[src/pkg/tws_pkg.sv]
// Package: register map, field positions and state codes of the two-wire controller
package tws_pkg;
   // ----------------------------------------
   // Register byte addresses
   // ----------------------------------------
   localparam logic [11:0] TWS_ADDR_CTRL = 12'h000;
   localparam logic [11:0] TWS_ADDR_STAT = 12'h004;
   localparam logic [11:0] TWS_ADDR_MASK = 12'h008;
   localparam logic [11:0] TWS_ADDR_OWN = 12'h00c;
   localparam logic [11:0] TWS_ADDR_TX = 12'h010;
   localparam logic [11:0] TWS_ADDR_RX = 12'h014;
   localparam logic [11:0] TWS_ADDR_BAUD = 12'h018;
   // ----------------------------------------
   // Control field positions
   // ----------------------------------------
   localparam int TWS_C_START = 0;
   localparam int TWS_C_RSTART = 1;
   localparam int TWS_C_STOP = 2;
   localparam int TWS_C_RCV = 3;
   localparam int TWS_C_ACKSEQ = 4;
   localparam int TWS_C_ACKVAL = 5;
   localparam int TWS_C_STRETCH = 6;
   localparam int TWS_C_GENERAL_CALL_ENABLE = 7;
   localparam int TWS_C_TEN = 10;
   localparam int TWS_C_PMM = 11;
   localparam int TWS_C_RELEASE = 12;
   localparam int TWS_C_EN = 15;
   // ----------------------------------------
   // Status field positions
   // ----------------------------------------
   localparam int TWS_S_TBF = 0;
   localparam int TWS_S_RBF = 1;
   localparam int TWS_S_RW = 2;
   localparam int TWS_S_START = 3;
   localparam int TWS_S_STOP = 4;
   localparam int TWS_S_DA = 5;
   localparam int TWS_S_OV = 6;
   localparam int TWS_S_WCOL = 7;
   localparam int TWS_S_TEN = 8;
   localparam int TWS_S_GC = 9;
   localparam int TWS_S_BCL = 10;
   localparam int TWS_S_TRS = 14;
   localparam int TWS_S_ACK = 15;
   // ----------------------------------------
   // Reset values and counts
   // ----------------------------------------
   localparam logic [15:0] TWS_CTRL_RST = 16'h1000;
   localparam logic [15:0] TWS_BAUD_RST = 16'h0009;
   localparam logic [3:0] TWS_BITS_BYTE = 4'h8;
   // Master sequencer states
   typedef enum logic [3:0] {
      TWS_M_IDLE = 4'b0000,
      TWS_M_START = 4'b0001,
      TWS_M_RSTART = 4'b0010,
      TWS_M_STOP = 4'b0011,
      TWS_M_TX = 4'b0100,
      TWS_M_RX = 4'b0101,
      TWS_M_ACK = 4'b0110
   } tws_mst_t;
endpackage

[src/verilog/tws_ctrl.sv]
// Two-wire bus controller: master sequencer, slave receiver, status and mask logic
// How it works
// - Master acknowledge drives the chosen ack value: 1 is NACK, 0 is ACK.
// - Ack request runs an acknowledge slot, cleared by hardware when done.
// - Receive enable clocks in a byte, cleared after the eighth bit.
// - Stop request makes a Stop, cleared when it completes.
// - Repeated start request makes a Repeated Start, cleared when done.
// - Start request makes a Start, cleared at its end.
// - Ack status flag updated at each transmit ack slot end: 1 NACK, 0 ACK.
// - Master tx status set at transmit start, cleared after slave ack.
// - Bus collision in master operation sets a flag software clears.
// - General call flag set on general call match, cleared at Stop.
// - Ten-bit match flag is never set (no ten-bit addressing), cleared at Stop.
// - Transmit write while busy is dropped and sets write collision flag.
// - Byte done while receive register full sets overflow flag.
// - Data-or-address flag clears on address match, sets on each data byte the slave receives.
// - Start and Stop detections update start-seen and stop-seen flags.
// - Slave records direction bit of each received address byte.
// - Receive full set on load, cleared on software read.
// - Transmit full set on software write, cleared when sent.
// - Mask bits set to 1 exclude address bits from comparison.
// - Reserved addresses never match the own address, whatever the mask.
// - General call acknowledged only when general call enable is 1.
// - Masking applies only while platform management mode is off.
// - With stretching on, software and receive may hold clock low.
//
// The register addresses and the APB register port were left to the implementer.
`timescale 1ns/10ps
module tws_ctrl
   import tws_pkg::*;
(
   input wire logic pclk,
   input wire logic presetn,
   input wire logic psel,
   input wire logic penable,
   input wire logic pwrite,
   input wire logic [11:0] paddr,
   input wire logic [31:0] pwdata,
   output logic [31:0] prdata,
   output logic pready,
   output logic pslverr,
   input wire logic scl_i,
   output logic scl_o,
   output logic scl_oe,
   input wire logic sda_i,
   output logic sda_o,
   output logic sda_oe
);
   // ----------------------------------------
   // State
   // ----------------------------------------
   typedef struct packed {
      logic [15:0] ctrl;
      logic [15:0] stat;
      logic [9:0] mask;
      logic [9:0] own;
      logic [15:0] baud;
      logic [7:0] tx;
      logic [7:0] rx;
      logic [1:0] scl_s;
      logic [1:0] sda_s;
      logic scl_d;
      logic sda_d;
      tws_mst_t mst;
      logic [1:0] ph;
      logic [3:0] bitn;
      logic [7:0] sh;
      logic [15:0] cnt;
      logic scl_lo;
      logic sda_lo;
      logic [3:0] sbit;
      logic [7:0] ssh;
      logic [1:0] sst;
      logic slv_sda_lo;
      logic [31:0] rdata;
   } tws_st_t;

   tws_st_t s_r, s_nxt;

   // Address match: masking off in management mode, reserved codes never match
   function automatic logic addr_match(input logic [6:0] a, input logic [9:0] own,
                                       input logic [9:0] msk, input logic pmm);
      logic [6:0] m;
      logic rsv;
      // Management mode answers every non-reserved address, so the mask is moot there
      m = pmm ? 7'h00 : msk[6:0];
      rsv = (a[6:3] == 4'h0) || (a[6:3] == 4'hf);
      addr_match = !rsv && (pmm || (((a ^ own[6:0]) & ~m) == 7'h00));
   endfunction

   logic scl_f, sda_f, scl_rise, scl_fall, start_det, stop_det, tick, busy;
   logic wr, rd;

   // Line edges and conditions, seen only through the second flop
   always_comb begin
      scl_f = s_r.scl_s[1];
      sda_f = s_r.sda_s[1];
      scl_rise = scl_f && !s_r.scl_d;
      scl_fall = !scl_f && s_r.scl_d;
      start_det = scl_f && s_r.scl_d && !sda_f && s_r.sda_d;
      stop_det = scl_f && s_r.scl_d && sda_f && !s_r.sda_d;
      tick = (s_r.cnt == 16'h0000);
      busy = (s_r.mst != TWS_M_IDLE) || s_r.stat[TWS_S_TRS];
      wr = psel && penable && pwrite;
      rd = psel && penable && !pwrite;
   end

   // ----------------------------------------
   // Next state
   // ----------------------------------------
   always_comb begin
      s_nxt = s_r;
      // Two-flop synchronisers; only the second stage is looked at
      s_nxt.scl_s = {s_r.scl_s[0], scl_i};
      s_nxt.sda_s = {s_r.sda_s[0], sda_i};
      s_nxt.scl_d = scl_f;
      s_nxt.sda_d = sda_f;
      s_nxt.cnt = tick ? s_r.baud : s_r.cnt - 16'h0001;

      // Software clears of flags first so that hardware sets below win
      // Writing 0 clears a flag, writing 1 leaves it alone
      if (wr && paddr == TWS_ADDR_STAT) begin
         if (!pwdata[TWS_S_BCL]) s_nxt.stat[TWS_S_BCL] = 1'b0;
         if (!pwdata[TWS_S_WCOL]) s_nxt.stat[TWS_S_WCOL] = 1'b0;
         if (!pwdata[TWS_S_OV]) s_nxt.stat[TWS_S_OV] = 1'b0;
      end
      if (wr && paddr == TWS_ADDR_CTRL) begin
         s_nxt.ctrl = pwdata[15:0] & 16'hbcff;
         // Without stretch enable the release bit may only be set
         if (!s_r.ctrl[TWS_C_STRETCH] && !pwdata[TWS_C_RELEASE])
            s_nxt.ctrl[TWS_C_RELEASE] = s_r.ctrl[TWS_C_RELEASE];
      end
      if (wr && paddr == TWS_ADDR_MASK) s_nxt.mask = pwdata[9:0];
      if (wr && paddr == TWS_ADDR_OWN) s_nxt.own = pwdata[9:0];
      if (wr && paddr == TWS_ADDR_BAUD) s_nxt.baud = pwdata[15:0];
      if (rd && paddr == TWS_ADDR_RX) s_nxt.stat[TWS_S_RBF] = 1'b0;
      if (wr && paddr == TWS_ADDR_TX) begin
         if (busy) begin
            // The byte is dropped; the one on the line goes on
            s_nxt.stat[TWS_S_WCOL] = 1'b1;
         end else begin
            s_nxt.tx = pwdata[7:0];
            s_nxt.stat[TWS_S_TBF] = 1'b1;
            s_nxt.stat[TWS_S_TRS] = 1'b1;
            s_nxt.mst = TWS_M_TX;
            s_nxt.sh = pwdata[7:0];
            s_nxt.bitn = 4'h0;
            s_nxt.ph = 2'b00;
         end
      end

      // Bus condition detection
      // Conditions from any master also restart the slave receiver
      if (start_det) begin
         s_nxt.stat[TWS_S_START] = 1'b1;
         s_nxt.stat[TWS_S_STOP] = 1'b0;
         s_nxt.sst = 2'b01;
         s_nxt.sbit = 4'h0;
      end
      if (stop_det) begin
         s_nxt.stat[TWS_S_STOP] = 1'b1;
         s_nxt.stat[TWS_S_START] = 1'b0;
         s_nxt.stat[TWS_S_GC] = 1'b0;
         s_nxt.stat[TWS_S_TEN] = 1'b0;
         s_nxt.sst = 2'b00;
      end

      // Master sequencer, one phase per baud tick
      // Requests wait in the control register until the sequencer is idle
      if (s_r.mst == TWS_M_IDLE && s_r.ctrl[TWS_C_EN]) begin
         s_nxt.ph = 2'b00;
         s_nxt.bitn = 4'h0;
         if (s_r.ctrl[TWS_C_START]) s_nxt.mst = TWS_M_START;
         else if (s_r.ctrl[TWS_C_RSTART]) s_nxt.mst = TWS_M_RSTART;
         else if (s_r.ctrl[TWS_C_STOP]) s_nxt.mst = TWS_M_STOP;
         else if (s_r.ctrl[TWS_C_RCV]) s_nxt.mst = TWS_M_RX;
         else if (s_r.ctrl[TWS_C_ACKSEQ]) s_nxt.mst = TWS_M_ACK;
      end else if (tick) begin
         s_nxt.ph = s_r.ph + 2'b01;
         case (s_r.mst)
            TWS_M_START: begin
               // SDA falls while SCL high, then SCL falls
               if (s_r.ph == 2'b01) s_nxt.sda_lo = 1'b1;
               if (s_r.ph == 2'b10) s_nxt.scl_lo = 1'b1;
               if (s_r.ph == 2'b10) begin
                  s_nxt.ctrl[TWS_C_START] = 1'b0;
                  s_nxt.mst = TWS_M_IDLE;
               end
            end

            // Free data, lift clock, then data falls with clock high
            TWS_M_RSTART: begin
               if (s_r.ph == 2'b00) s_nxt.sda_lo = 1'b0;
               if (s_r.ph == 2'b01) s_nxt.scl_lo = 1'b0;
               if (s_r.ph == 2'b10) s_nxt.sda_lo = 1'b1;
               if (s_r.ph == 2'b11) begin
                  s_nxt.scl_lo = 1'b1;
                  s_nxt.ctrl[TWS_C_RSTART] = 1'b0;
                  s_nxt.mst = TWS_M_IDLE;
               end
            end

            // Hold data low, lift clock, then data rises with clock high
            TWS_M_STOP: begin
               if (s_r.ph == 2'b00) s_nxt.sda_lo = 1'b1;
               if (s_r.ph == 2'b01) s_nxt.scl_lo = 1'b0;
               if (s_r.ph == 2'b10) s_nxt.sda_lo = 1'b0;
               if (s_r.ph == 2'b11) begin
                  s_nxt.ctrl[TWS_C_STOP] = 1'b0;
                  s_nxt.mst = TWS_M_IDLE;
               end
            end

            TWS_M_TX, TWS_M_RX, TWS_M_ACK: begin
               // Phase 0 sets data with SCL low, 1 lifts SCL, 2 samples, 3 drops SCL
               if (s_r.ph == 2'b00) begin
                  if (s_r.mst == TWS_M_TX)
                     s_nxt.sda_lo = (s_r.bitn < TWS_BITS_BYTE) ? !s_r.sh[7] : 1'b0;
                  else if (s_r.mst == TWS_M_ACK)
                     s_nxt.sda_lo = !s_r.ctrl[TWS_C_ACKVAL];
                  else
                     s_nxt.sda_lo = 1'b0;
               end
               if (s_r.ph == 2'b01) s_nxt.scl_lo = 1'b0;
               if (s_r.ph == 2'b10) begin
                  s_nxt.sh = {s_r.sh[6:0], sda_f};
                  s_nxt.bitn = s_r.bitn + 4'h1;
               end
               if (s_r.ph == 2'b11) begin
                  s_nxt.scl_lo = 1'b1;
                  if (s_r.mst == TWS_M_ACK) begin
                     s_nxt.ctrl[TWS_C_ACKSEQ] = 1'b0;
                     // Data is kept while the clock falls: a release on this edge
                     // could look like a Stop; the next sequence frees it
                     s_nxt.mst = TWS_M_IDLE;
                  end else if (s_r.mst == TWS_M_RX && s_r.bitn == TWS_BITS_BYTE) begin
                     s_nxt.ctrl[TWS_C_RCV] = 1'b0;
                     s_nxt.mst = TWS_M_IDLE;
                     if (s_r.stat[TWS_S_RBF]) begin
                        s_nxt.stat[TWS_S_OV] = 1'b1;
                     end else begin
                        s_nxt.rx = s_r.sh;
                        s_nxt.stat[TWS_S_RBF] = 1'b1;
                     end
                  end else if (s_r.mst == TWS_M_TX && s_r.bitn == TWS_BITS_BYTE + 4'h1) begin
                     // Ninth bit is the slave's acknowledge, read back into sh
                     s_nxt.stat[TWS_S_ACK] = s_r.sh[0];
                     s_nxt.stat[TWS_S_TRS] = 1'b0;
                     s_nxt.stat[TWS_S_TBF] = 1'b0;
                     s_nxt.sda_lo = 1'b0;
                     s_nxt.mst = TWS_M_IDLE;
                  end
               end
            end

            default: s_nxt.mst = TWS_M_IDLE;
         endcase
      end

      // Collision: released SDA read low while master drives the bus
      // Looked at only with the clock seen high; the ack bit is the slave's
      if (s_r.mst != TWS_M_IDLE && !s_r.sda_lo && !s_r.scl_lo && scl_f && !sda_f
          && s_r.ph == 2'b10 && !(s_r.mst == TWS_M_TX && s_r.bitn == TWS_BITS_BYTE)
          && s_r.mst != TWS_M_RX && s_r.mst != TWS_M_ACK) begin
         s_nxt.stat[TWS_S_BCL] = 1'b1;
         s_nxt.mst = TWS_M_IDLE;
         s_nxt.sda_lo = 1'b0;
         s_nxt.scl_lo = 1'b0;
         s_nxt.ctrl[4:0] = 5'h00;
         s_nxt.stat[TWS_S_TRS] = 1'b0;
         s_nxt.stat[TWS_S_TBF] = 1'b0;
      end

      // Slave receiver: 0 idle, 1 address, 2 data, 3 ack slot
      // Listens only: slave transmit and ten-bit addresses are left out
      if (s_r.sst != 2'b00 && !start_det && !stop_det) begin
         if (scl_rise && s_r.sst != 2'b11) begin
            s_nxt.ssh = {s_r.ssh[6:0], sda_f};
            s_nxt.sbit = s_r.sbit + 4'h1;
         end
         if (scl_fall && s_r.sbit == TWS_BITS_BYTE && s_r.sst != 2'b11) begin
            s_nxt.sbit = 4'h0;
            if (s_r.sst == 2'b01) begin
               s_nxt.stat[TWS_S_RW] = s_r.ssh[0];
               if (s_r.ssh == 8'h00 && s_r.ctrl[TWS_C_GENERAL_CALL_ENABLE]) begin
                  s_nxt.stat[TWS_S_GC] = 1'b1;
                  s_nxt.stat[TWS_S_DA] = 1'b0;
                  s_nxt.slv_sda_lo = 1'b1;
                  s_nxt.sst = 2'b11;
               end else if (addr_match(s_r.ssh[7:1], s_r.own, s_r.mask,
                                       s_r.ctrl[TWS_C_PMM])) begin
                  s_nxt.stat[TWS_S_DA] = 1'b0;
                  s_nxt.slv_sda_lo = 1'b1;
                  s_nxt.sst = 2'b11;
               end else begin
                  s_nxt.sst = 2'b00;
               end
            end else begin
               s_nxt.stat[TWS_S_DA] = 1'b1;
               if (s_r.stat[TWS_S_RBF]) begin
                  s_nxt.stat[TWS_S_OV] = 1'b1;
               end else begin
                  s_nxt.rx = s_r.ssh;
                  s_nxt.stat[TWS_S_RBF] = 1'b1;
                  s_nxt.slv_sda_lo = 1'b1;
               end
               // Receive stretch: hold clock until software releases it
               if (s_r.ctrl[TWS_C_STRETCH]) s_nxt.ctrl[TWS_C_RELEASE] = 1'b0;
               s_nxt.sst = 2'b11;
            end
         end
         if (scl_fall && s_r.sst == 2'b11) begin
            s_nxt.slv_sda_lo = 1'b0;
            s_nxt.sst = 2'b10;
         end
      end

      // Read data is latched in the setup phase, so the access phase
      // needs no wait state and pready can stay high
      if (paddr == TWS_ADDR_CTRL) s_nxt.rdata = {16'h0000, s_r.ctrl};
      else if (paddr == TWS_ADDR_STAT) s_nxt.rdata = {16'h0000, s_r.stat};
      else if (paddr == TWS_ADDR_MASK) s_nxt.rdata = {22'h000000, s_r.mask};
      else if (paddr == TWS_ADDR_OWN) s_nxt.rdata = {22'h000000, s_r.own};
      else if (paddr == TWS_ADDR_TX) s_nxt.rdata = {24'h000000, s_r.tx};
      else if (paddr == TWS_ADDR_RX) s_nxt.rdata = {24'h000000, s_r.rx};
      else if (paddr == TWS_ADDR_BAUD) s_nxt.rdata = {16'h0000, s_r.baud};
      else s_nxt.rdata = 32'h00000000;

      // Disabled block drops sequencer, slave and line activity
      // Registers keep their contents so software can still look at them
      if (!s_r.ctrl[TWS_C_EN]) begin
         s_nxt.mst = TWS_M_IDLE;
         s_nxt.sda_lo = 1'b0;
         s_nxt.scl_lo = 1'b0;
         s_nxt.sst = 2'b00;
         s_nxt.slv_sda_lo = 1'b0;
      end
   end

   // ----------------------------------------
   // Registers
   // ----------------------------------------
   always_ff @(posedge pclk or negedge presetn) begin
      if (!presetn) begin
         s_r <= '0;
         s_r.ctrl <= TWS_CTRL_RST;
         s_r.baud <= TWS_BAUD_RST;
         // Line copies start at the idle high level, so no false edge follows
         s_r.scl_s <= 2'b11;
         s_r.sda_s <= 2'b11;
         s_r.scl_d <= 1'b1;
         s_r.sda_d <= 1'b1;
      end else begin
         s_r <= s_nxt;
      end
   end

   // ----------------------------------------
   // Outputs
   // ----------------------------------------
   // Open-drain: output always low, enable pulls the line
   // The clock hold is a level, so software and receive stretch share one bit
   always_comb begin
      prdata = s_r.rdata;
      pready = 1'b1;
      pslverr = 1'b0;
      scl_o = 1'b0;
      sda_o = 1'b0;
      scl_oe = s_r.scl_lo || (s_r.ctrl[TWS_C_EN] && !s_r.ctrl[TWS_C_RELEASE]);
      sda_oe = s_r.sda_lo || s_r.slv_sda_lo;
   end
endmodule

[config.mk]
export PLATFORM = sky130hd
export DESIGN_NAME = tws_ctrl
export DESIGN_NICKNAME = d
export VERILOG_FILES = /design/src/pkg/tws_pkg.sv /design/src/verilog/tws_ctrl.sv
export SDC_FILE = /design/constraint.sdc
export NUM_CORES = 1
export LEC_CHECK = 0
export CAP_MARGIN = 20
export CORE_ASPECT_RATIO = 0.75
export CORE_MARGIN = 2
export CORE_UTILIZATION = 60
export CTS_BUF_LIST = sky130_fd_sc_hd__clkbuf_2
export CTS_CLUSTER_DIAMETER = 60
export CTS_CLUSTER_SIZE = 8
export DETAILED_ROUTE_END_ITERATION = 10
export DONT_BUFFER_PORTS = 1
export GPL_TIMING_DRIVEN = 0
export PLACE_DENSITY = 0.76
export SYNTH_ARGS = -nofsm -noshare
export SYNTH_HDL_FRONTEND = slang
export SYNTH_SLANG_ARGS = --single-unit
[constraint.sdc]
create_clock -name pclk -period 2.87 [get_ports pclk]
set_input_delay 0.574 -clock pclk [delete_from_list [all_inputs] [get_ports pclk]]
set_output_delay 0.574 -clock pclk [all_outputs]
set_load 0.005 [all_outputs]
* Word-level counts from Yosys, hierarchy flattened
Cells that the tools add are included.
** Operators by class
- Bitwise gates (word level) :: 7
- Order comparisons :: 1
- Equality and inequality tests :: 38
- Reductions and logical operators :: 84
- $add $sub $neg :: 4
- Mux-type cells :: 150
** Operators by type and width (count)
- 16-bit two-way mux :: 8
- 8-bit two-way mux :: 12
- 1-bit two-way mux :: 69
- 4-bit two-way mux :: 15
- 18-bit two-way mux :: 3
- 2-bit two-way mux :: 26
- 1-bit logical AND :: 39
- 12-bit by 5-bit equality test with 1-bit output (second input constant) :: 3
- 12-bit two-way mux :: 3
- 12-bit by 4-bit equality test with 1-bit output (second input constant) :: 2
- 7-bit two-way mux :: 3
- 4-bit equality test (second input constant) :: 4
- 1-bit logical NOT :: 16
- 16-bit logical NOT :: 1
- 16-bit by 1-bit subtractor with 16-bit output (second input constant) :: 1
- 15-bit two-way mux :: 1
- 3-bit two-way mux :: 5
- 13-bit two-way mux :: 1
- 12-bit by 3-bit equality test with 1-bit output (second input constant) :: 1
- 4-bit by 3-bit equality test with 1-bit output (second input constant) :: 3
- 12-bit logical NOT :: 1
- 4-bit one-hot mux with 3 select lines :: 1
- 10-bit two-way mux :: 1
- 5-bit inequality test (second input constant) :: 2
- 37 further kinds :: 63
** Storage, ports and cells
- Bits of input ports :: 51
- Output and inout port bits :: 38
- Flip-flop bits (word level) :: 166
- Word-level logic and storage cells :: 313

* Logic depth before layout (Yosys ltp)
Gate-level depths: netlist of run 1.
- Depth after elaboration :: 15
- Depth in mapped cells :: 9
- Mapped depth without buffers :: 7

* Worst setup path after synthesis of run 1
OpenSTA, ideal clock, no wires.
- Path type :: in2reg
- Start point :: input port paddr[9]
- End point :: register s_r[110] (netlist bit)
- Cell stages on the path :: 8
- Path slack :: 0.471 ns
- Required time :: 2.745 ns
- Library setup time :: 0.125 ns
- Arrival :: 2.275 ns
- Cells stage by stage :: nor4_1 -> and3_1 -> clkbuf_1 -> and2_1 -> buf_2 -> nand2_1 -> buf_2 -> mux2_2
** On the way
- Longest elaborated chain between the ends :: 2
** Ends and longest elaborated chain
- start, declared :: line tws_ctrl.sv:37 : input wire logic [11:0] paddr,
- 12-bit by 5-bit equality test with 1-bit output :: line tws_ctrl.sv:135 : if (wr && paddr == TWS_ADDR_BAUD) s_nxt.baud = pwdata[15:0];
- 1-bit logical AND :: line tws_ctrl.sv:135
- end signal, assigned :: line tws_ctrl.sv:354 : s_r <= s_nxt;
- end, declared :: line tws_ctrl.sv:78 : tws_st_t s_r, s_nxt;
No other way between the ends.
A chain may end at the register's enable or synchronous reset.

==> results of run 1 <==
layer usage:
layer / share of wire / vias to the layer above / track usage
li1: - / 2853 / -
met1: 0.45 / 3140 / 0.424
met2: 0.45 / 272 / 0.472
met3: 0.082 / 42 / 0.0792
met4: 0.022 / 0 / 0.117
met5: 0 / - / 0
through the flow:
stage / hold slack [ps] / setup WS [ps] / instances
6_report: -527 / 253 / 1026
4_1_cts: -573 / 225 / 1024
2_1_floorplan: 278 / 471 / 801
5_1_grt: -629 / 21.7 / 1026
3_5_place_dp: 284 / -133 / 973
3_3_place_gp: 282 / -106 / 972
cells in the mapped netlist, types with 10 or more instances:
cell type | number | area [um^2]
mux2i_1 | 29 | 290
a21oi_1 | 67 | 335
o21ai_0 | 26 | 130
nand2_1 | 71 | 267
inv_1 | 15 | 56.3
dfrtp_1 | 141 | 3530
nor2b_1 | 11 | 68.8
o22ai_1 | 13 | 81.3
nor3_1 | 20 | 100
nand3_1 | 14 | 70.1
nand2b_1 | 23 | 144
xnor2_1 | 16 | 140
ha_1 | 10 | 125
clkbuf_1 | 24 | 90.1
buf_4 | 39 | 293
mux2_2 | 56 | 631
nor2_1 | 72 | 270
a211oi_1 | 10 | 75.1
logic make-up (layout without fill, tap and decap cells):
family / after synthesis / in the layout / share of synthesized area
XOR/XNOR: 18 / 18 / 0.0202
AO/OA/AOI/OAI: 161 / 161 / 0.128
flip-flops: 150 / 150 / 0.481
buffers and inverters: 88 / 142 / 0.0629
multiplexers: 85 / 85 / 0.118
adder cells (fa/ha/maj): 10 / 10 / 0.0160
AND/OR/NAND/NOR: 269 / 269 / 0.173
other: 2 / 20 / 0.000960
cell type report:
cell class              instances  area [um^2]
multi-input cells             563         3630
flip-flops and latches        150         3760
clock inverters                15          131
inverters                      15         56.3
repair buffers                 22          218
well taps                     171          214
plain buffers                  73          435
clock buffers                  17         85.1
fillers                       972         4300
power by group through the flow:
stage / combinational (uW) / clock, uW / sequential [uW]
2_1_floorplan: 450 / 0 / 2420
3_3_place_gp: 519 / 0 / 2450
3_5_place_dp: 554 / 0 / 2460
4_1_cts: 591 / 1130 / 2420
5_1_grt: 665 / 1230 / 2460
6_report: 602 / 1110 / 2430
state kept, by name (all words and copies together), names as in the netlist:
register	flops
s_r	130
s_nxt	4
prdata	16
worst max path at each step:
stage | to | slack, ps | startpoint
4_1_cts | s_r[46] | 230 | s_nxt[84]
2_1_floorplan | s_r[110] | 470 | paddr[9]
3_5_place_dp | s_r[118] | -130 | paddr[9]
3_3_place_gp | s_r[113] | -110 | paddr[9]
5_1_grt | s_r[159] | 20 | s_r[49]
6_report | s_r[46] | 250 | s_nxt[84]
==> out/summary.txt, run 1 <==
RR Startpoint - s_nxt[84]
Post-CTS Setup Bufs - 0
Chip Height - 103 um
FFs w/ async S/R, synth - 1.00
unrepaired setup endpoints after global routing - false
Mapped Cells - 783
die area - 14,000 um^2
post-layout util - 0.665
H-tree level count - 4
Setup Total Neg Slack - 0 ps
global-route wire length before repair - 31,900 um
initial antenna violation count - 0
maxcap violations - 0
R2R Path End - s_r[46]
Antenna Cells - 0
CTS Hold Buffers Added - 19
clock root buffer - clkbuf_2
clk sink count - 150
via count - 6,307
CP Max Fanout - 10
Synth Warn # - 0
Clock Pin Slew Worst Setup and Hold Paths - 230 ps
hold_ws - -527 ps
commonest cells after routing, fill and taps aside - 141 x dfrtp_1, 72 x nor2_1, 71 x nand2_1, 67 x a21oi_1, 56 x mux2_2
Clk Latency, worst-skew pair - 750 ps
max incr delay on CP - 850 ps
CTS resizes - 0
Fin Clk Skew - 29.0 ps
Required @ worst endpoint - 3510 ps
Worst Setup Path Type - reg -> reg
I/O pin total - 89
Via density - 6.15
P per Cell Area - 486 nW/um^2
Worst Path Buf+Inv - 2
mapped cell area - 7820 um^2
ratio of cells with drive above 1 in the final layout - 0.181
placed inst area - 8110 um^2
failing checks - hold timing
fin. max-slew vios - 0
power share of the clock group - 0.268
area grow syn2layout - 9.15%
largest net degree at the start of global routing - 151
outcome - complete, but fails checks
Worst R2R Path Depth - 5
Rows - 36
min Tclk post-route - 2620 ps
slowest CP cell - nor3b_1
core area - 12,800 um^2
Comb pwr share - 0.145
Starting Density - 0.609
post-synth cell types - 61
Total Power - 4150 uW
pin slew with the least headroom to its limit - 997 ps
Setup crit end kind - flip-flop
Synth Flop Type - dfrtp_1
vias in the first global route - 6,015
Final Cycle Share - 0.912
sequential-to-total area share from yosys stat - 0.481
DRC Markers - 0
Seq cells post-synth - 150
CP Cell Sequence - clkbuf_1, nor3b_1, buf_2, a21oi_1, a211oi_1
final-report hold violation count - 150
post-route ant nets - 0
post-DP HPWL - 14,500 um
maximum VDD drop - 0.411 mV
number of buffers created by CTS - 17
GR Util All Layers - 0.307
Avg Cell Area, Syn - 9.99 um^2
Final Wtd Congestion - 0.929
most common cell after layout, fill and taps aside - dfrtp_1
final setup fails - 0
share of power burned in registers - 0.587
reg-to-reg slack, setup - 250 ps
Nets - 903
switching portion of total power - 0.312
grt total ovfl - 0
Setup crit start kind - flip-flop
static leakage - 0.00397 uW
Post-Layout Inst Area - 8540 um^2
Critical Path AT - 3260 ps
TritonCTS clock tree - yes
chip width - 136 um
wire length per cell - 20.0 um
TritonRoute pass-1 iters - 5
Worst path depth - 5
EDFF count, synth - 0
min-delay worst type - in -> async
max frequency - 0.382 GHz
DRT iter0 DRCs - 667
IO buf count - 0
sw power - 1300 uW
Pint - 2850 uW
Max clock buf depth - 2
delay-heaviest family, CP - simple AND/OR/NAND/NOR gates
drt total wl - 20,500 um
slew margin rel. - 0.334
Note: power is estimated with default switching activity, not from simulation.
==> run 2: changes to the inputs <==
- REMOVE_ABC_BUFFERS: not set -> 1
==> out/summary.txt, run 2 (synthesis results as in run 1) <==
via count - 6,055
GRT busiest layer - met2
most common cell after layout, fill and taps aside - dfrtp_1
min Tclk post-route - 2660 ps
pin slew with the least headroom to its limit - 905 ps
IO buf count - 0
chip width - 136 um
switching portion of total power - 0.289
Required @ worst endpoint - 3510 ps
Via density - 6.31
max reg flops - 130
pre-CTS setup slack - -407 ps
number of buffers created by CTS - 17
P per Cell Area - 528 nW/um^2
Worst Setup Path Type - reg -> reg
Placed Cells - 902
Critical Path AT - 3310 ps
vias in the first global route - 5,669
post-route ant nets - 0
TritonCTS clock tree - yes
met2 GRT Util - 0.453
post-DP HPWL - 13,400 um
clk sink count - 150
Clock Pin Slew Worst Setup and Hold Paths - 230 ps
power share of the clock group - 0.310
Fin Clk Skew - 40.4 ps
static leakage - 0.00375 uW
Nets - 836
Most flops, register - s_r
global-route wire length before repair - 30,800 um
unrepaired setup endpoints after global routing - false
clock root buffer - clkbuf_2
TritonRoute pass-1 iters - 8
failing checks - hold timing
drt total wl - 19,500 um
Max clock buf depth - 2
Setup Total Neg Slack - 0 ps
hold_ws - -497 ps
Final Wtd Congestion - 0.880
slew margin rel. - 0.391
initial antenna violation count - 0
non-filler instance count after layout - 959
core area - 12,800 um^2
die area - 14,000 um^2
CP Max Fanout - 20
maximum VDD drop - 0.418 mV
wire length per cell - 20.4 um
Rows - 36
fin. max-slew vios - 0
met1 GRT Util - 0.408
I/O pin total - 89
DRT iter0 DRCs - 702
Starting Density - 0.609
grt total ovfl - 0
Chip Height - 103 um
largest net degree at the start of global routing - 151
H-tree level count - 4
Clk Latency, worst-skew pair - 720 ps
final-report hold violation count - 150
Setup crit end kind - flip-flop
Setup crit start kind - flip-flop
final setup fails - 0
final worst slack - 207 ps
DRC Markers - 0
Comb pwr share - 0.128
sw power - 1260 uW
max frequency - 0.375 GHz
Antenna Cells - 0
outcome - complete, but fails checks
min-delay worst type - in -> async
maxcap violations - 0
GR Util All Layers - 0.292
Pint - 3090 uW
commonest cells after routing, fill and taps aside - 141 x dfrtp_1, 72 x nor2_1, 71 x nand2_1, 67 x a21oi_1, 56 x mux2_2
area grow syn2layout - 5.30%
ratio of cells with drive above 1 in the final layout - 0.147
share of power burned in registers - 0.562
met3 GRT Util - 0.0836
Final Cycle Share - 0.928
==> run 2: worst max-delay path: stages (launching register included) <==
cell	delay, ps
dfrtp_1	480
inv_1	80
ha_1	290
nor4b_1	410
and4_1	480
nand3_2	400
o21a_1	310
a21oi_1	140
==> run 2: path summary, 6_finish.rpt <==
path | from | to | slack (ps) | cells after the start
min in group pclk | pwdata[1] | s_r[66] | 50 | 2
max reg2reg | s_r[49] | s_r[75] | 210 | 7
min reg2reg | s_nxt[88] | s_nxt[84] | 370 | 0
max | s_r[49] | s_r[75] | 210 | 7
max in group asynchronous | presetn | s_r[108] | 3090 | 0
min | presetn | s_r[62] | -500 | 0
==> run 2: layout make-up <==
class	instances	area, um^2
clock buffers	19	95.1
clock inverters	13	183
fillers	1004	4600
inverters	15	56.3
multi-input cells	563	3650
flip-flops and latches	150	3760
well taps	171	214
repair buffers	28	273
==> run 2: repair_timing <==
action,in CTS,in global routing
gates resized for setup,0,3
hold endpoints to repair,208,153
hold buffers,19,3
endpoints found under the setup margin,1,21
buffers inserted,2,0
cloned,0,0
==> run 2: power by group through the flow <==
stage          combinational [uW]  sequential [uW]  clock (uW)
2_1_floorplan                 416             2420           0
3_3_place_gp                  481             2450           0
3_5_place_dp                  507             2470           0
4_1_cts                       540             2440        1370
5_1_grt                       618             2460        1460
6_report                      557             2440        1350
==> run 2: stage by stage <==
stage | area, um^2 | utilization | total power (uW)
after floorplan | 7450 | - | 2840
after global placement | 7670 | 0.597 | 2930
after detailed placement | 7700 | 0.600 | 2980
after CTS | 8180 | 0.637 | 4340
after global routing | 8230 | 0.641 | 4540
final | 8230 | 0.641 | 4350
==> run 2: per-layer routing <==
metal / vias up / wire, um / part of all wire
li1: 2733 / - / -
met1: 2989 / 8300 / 0.42
met2: 293 / 8890 / 0.45
met3: 40 / 2010 / 0.10
met4: 0 / 346 / 0.018
met5: - / 0 / 0
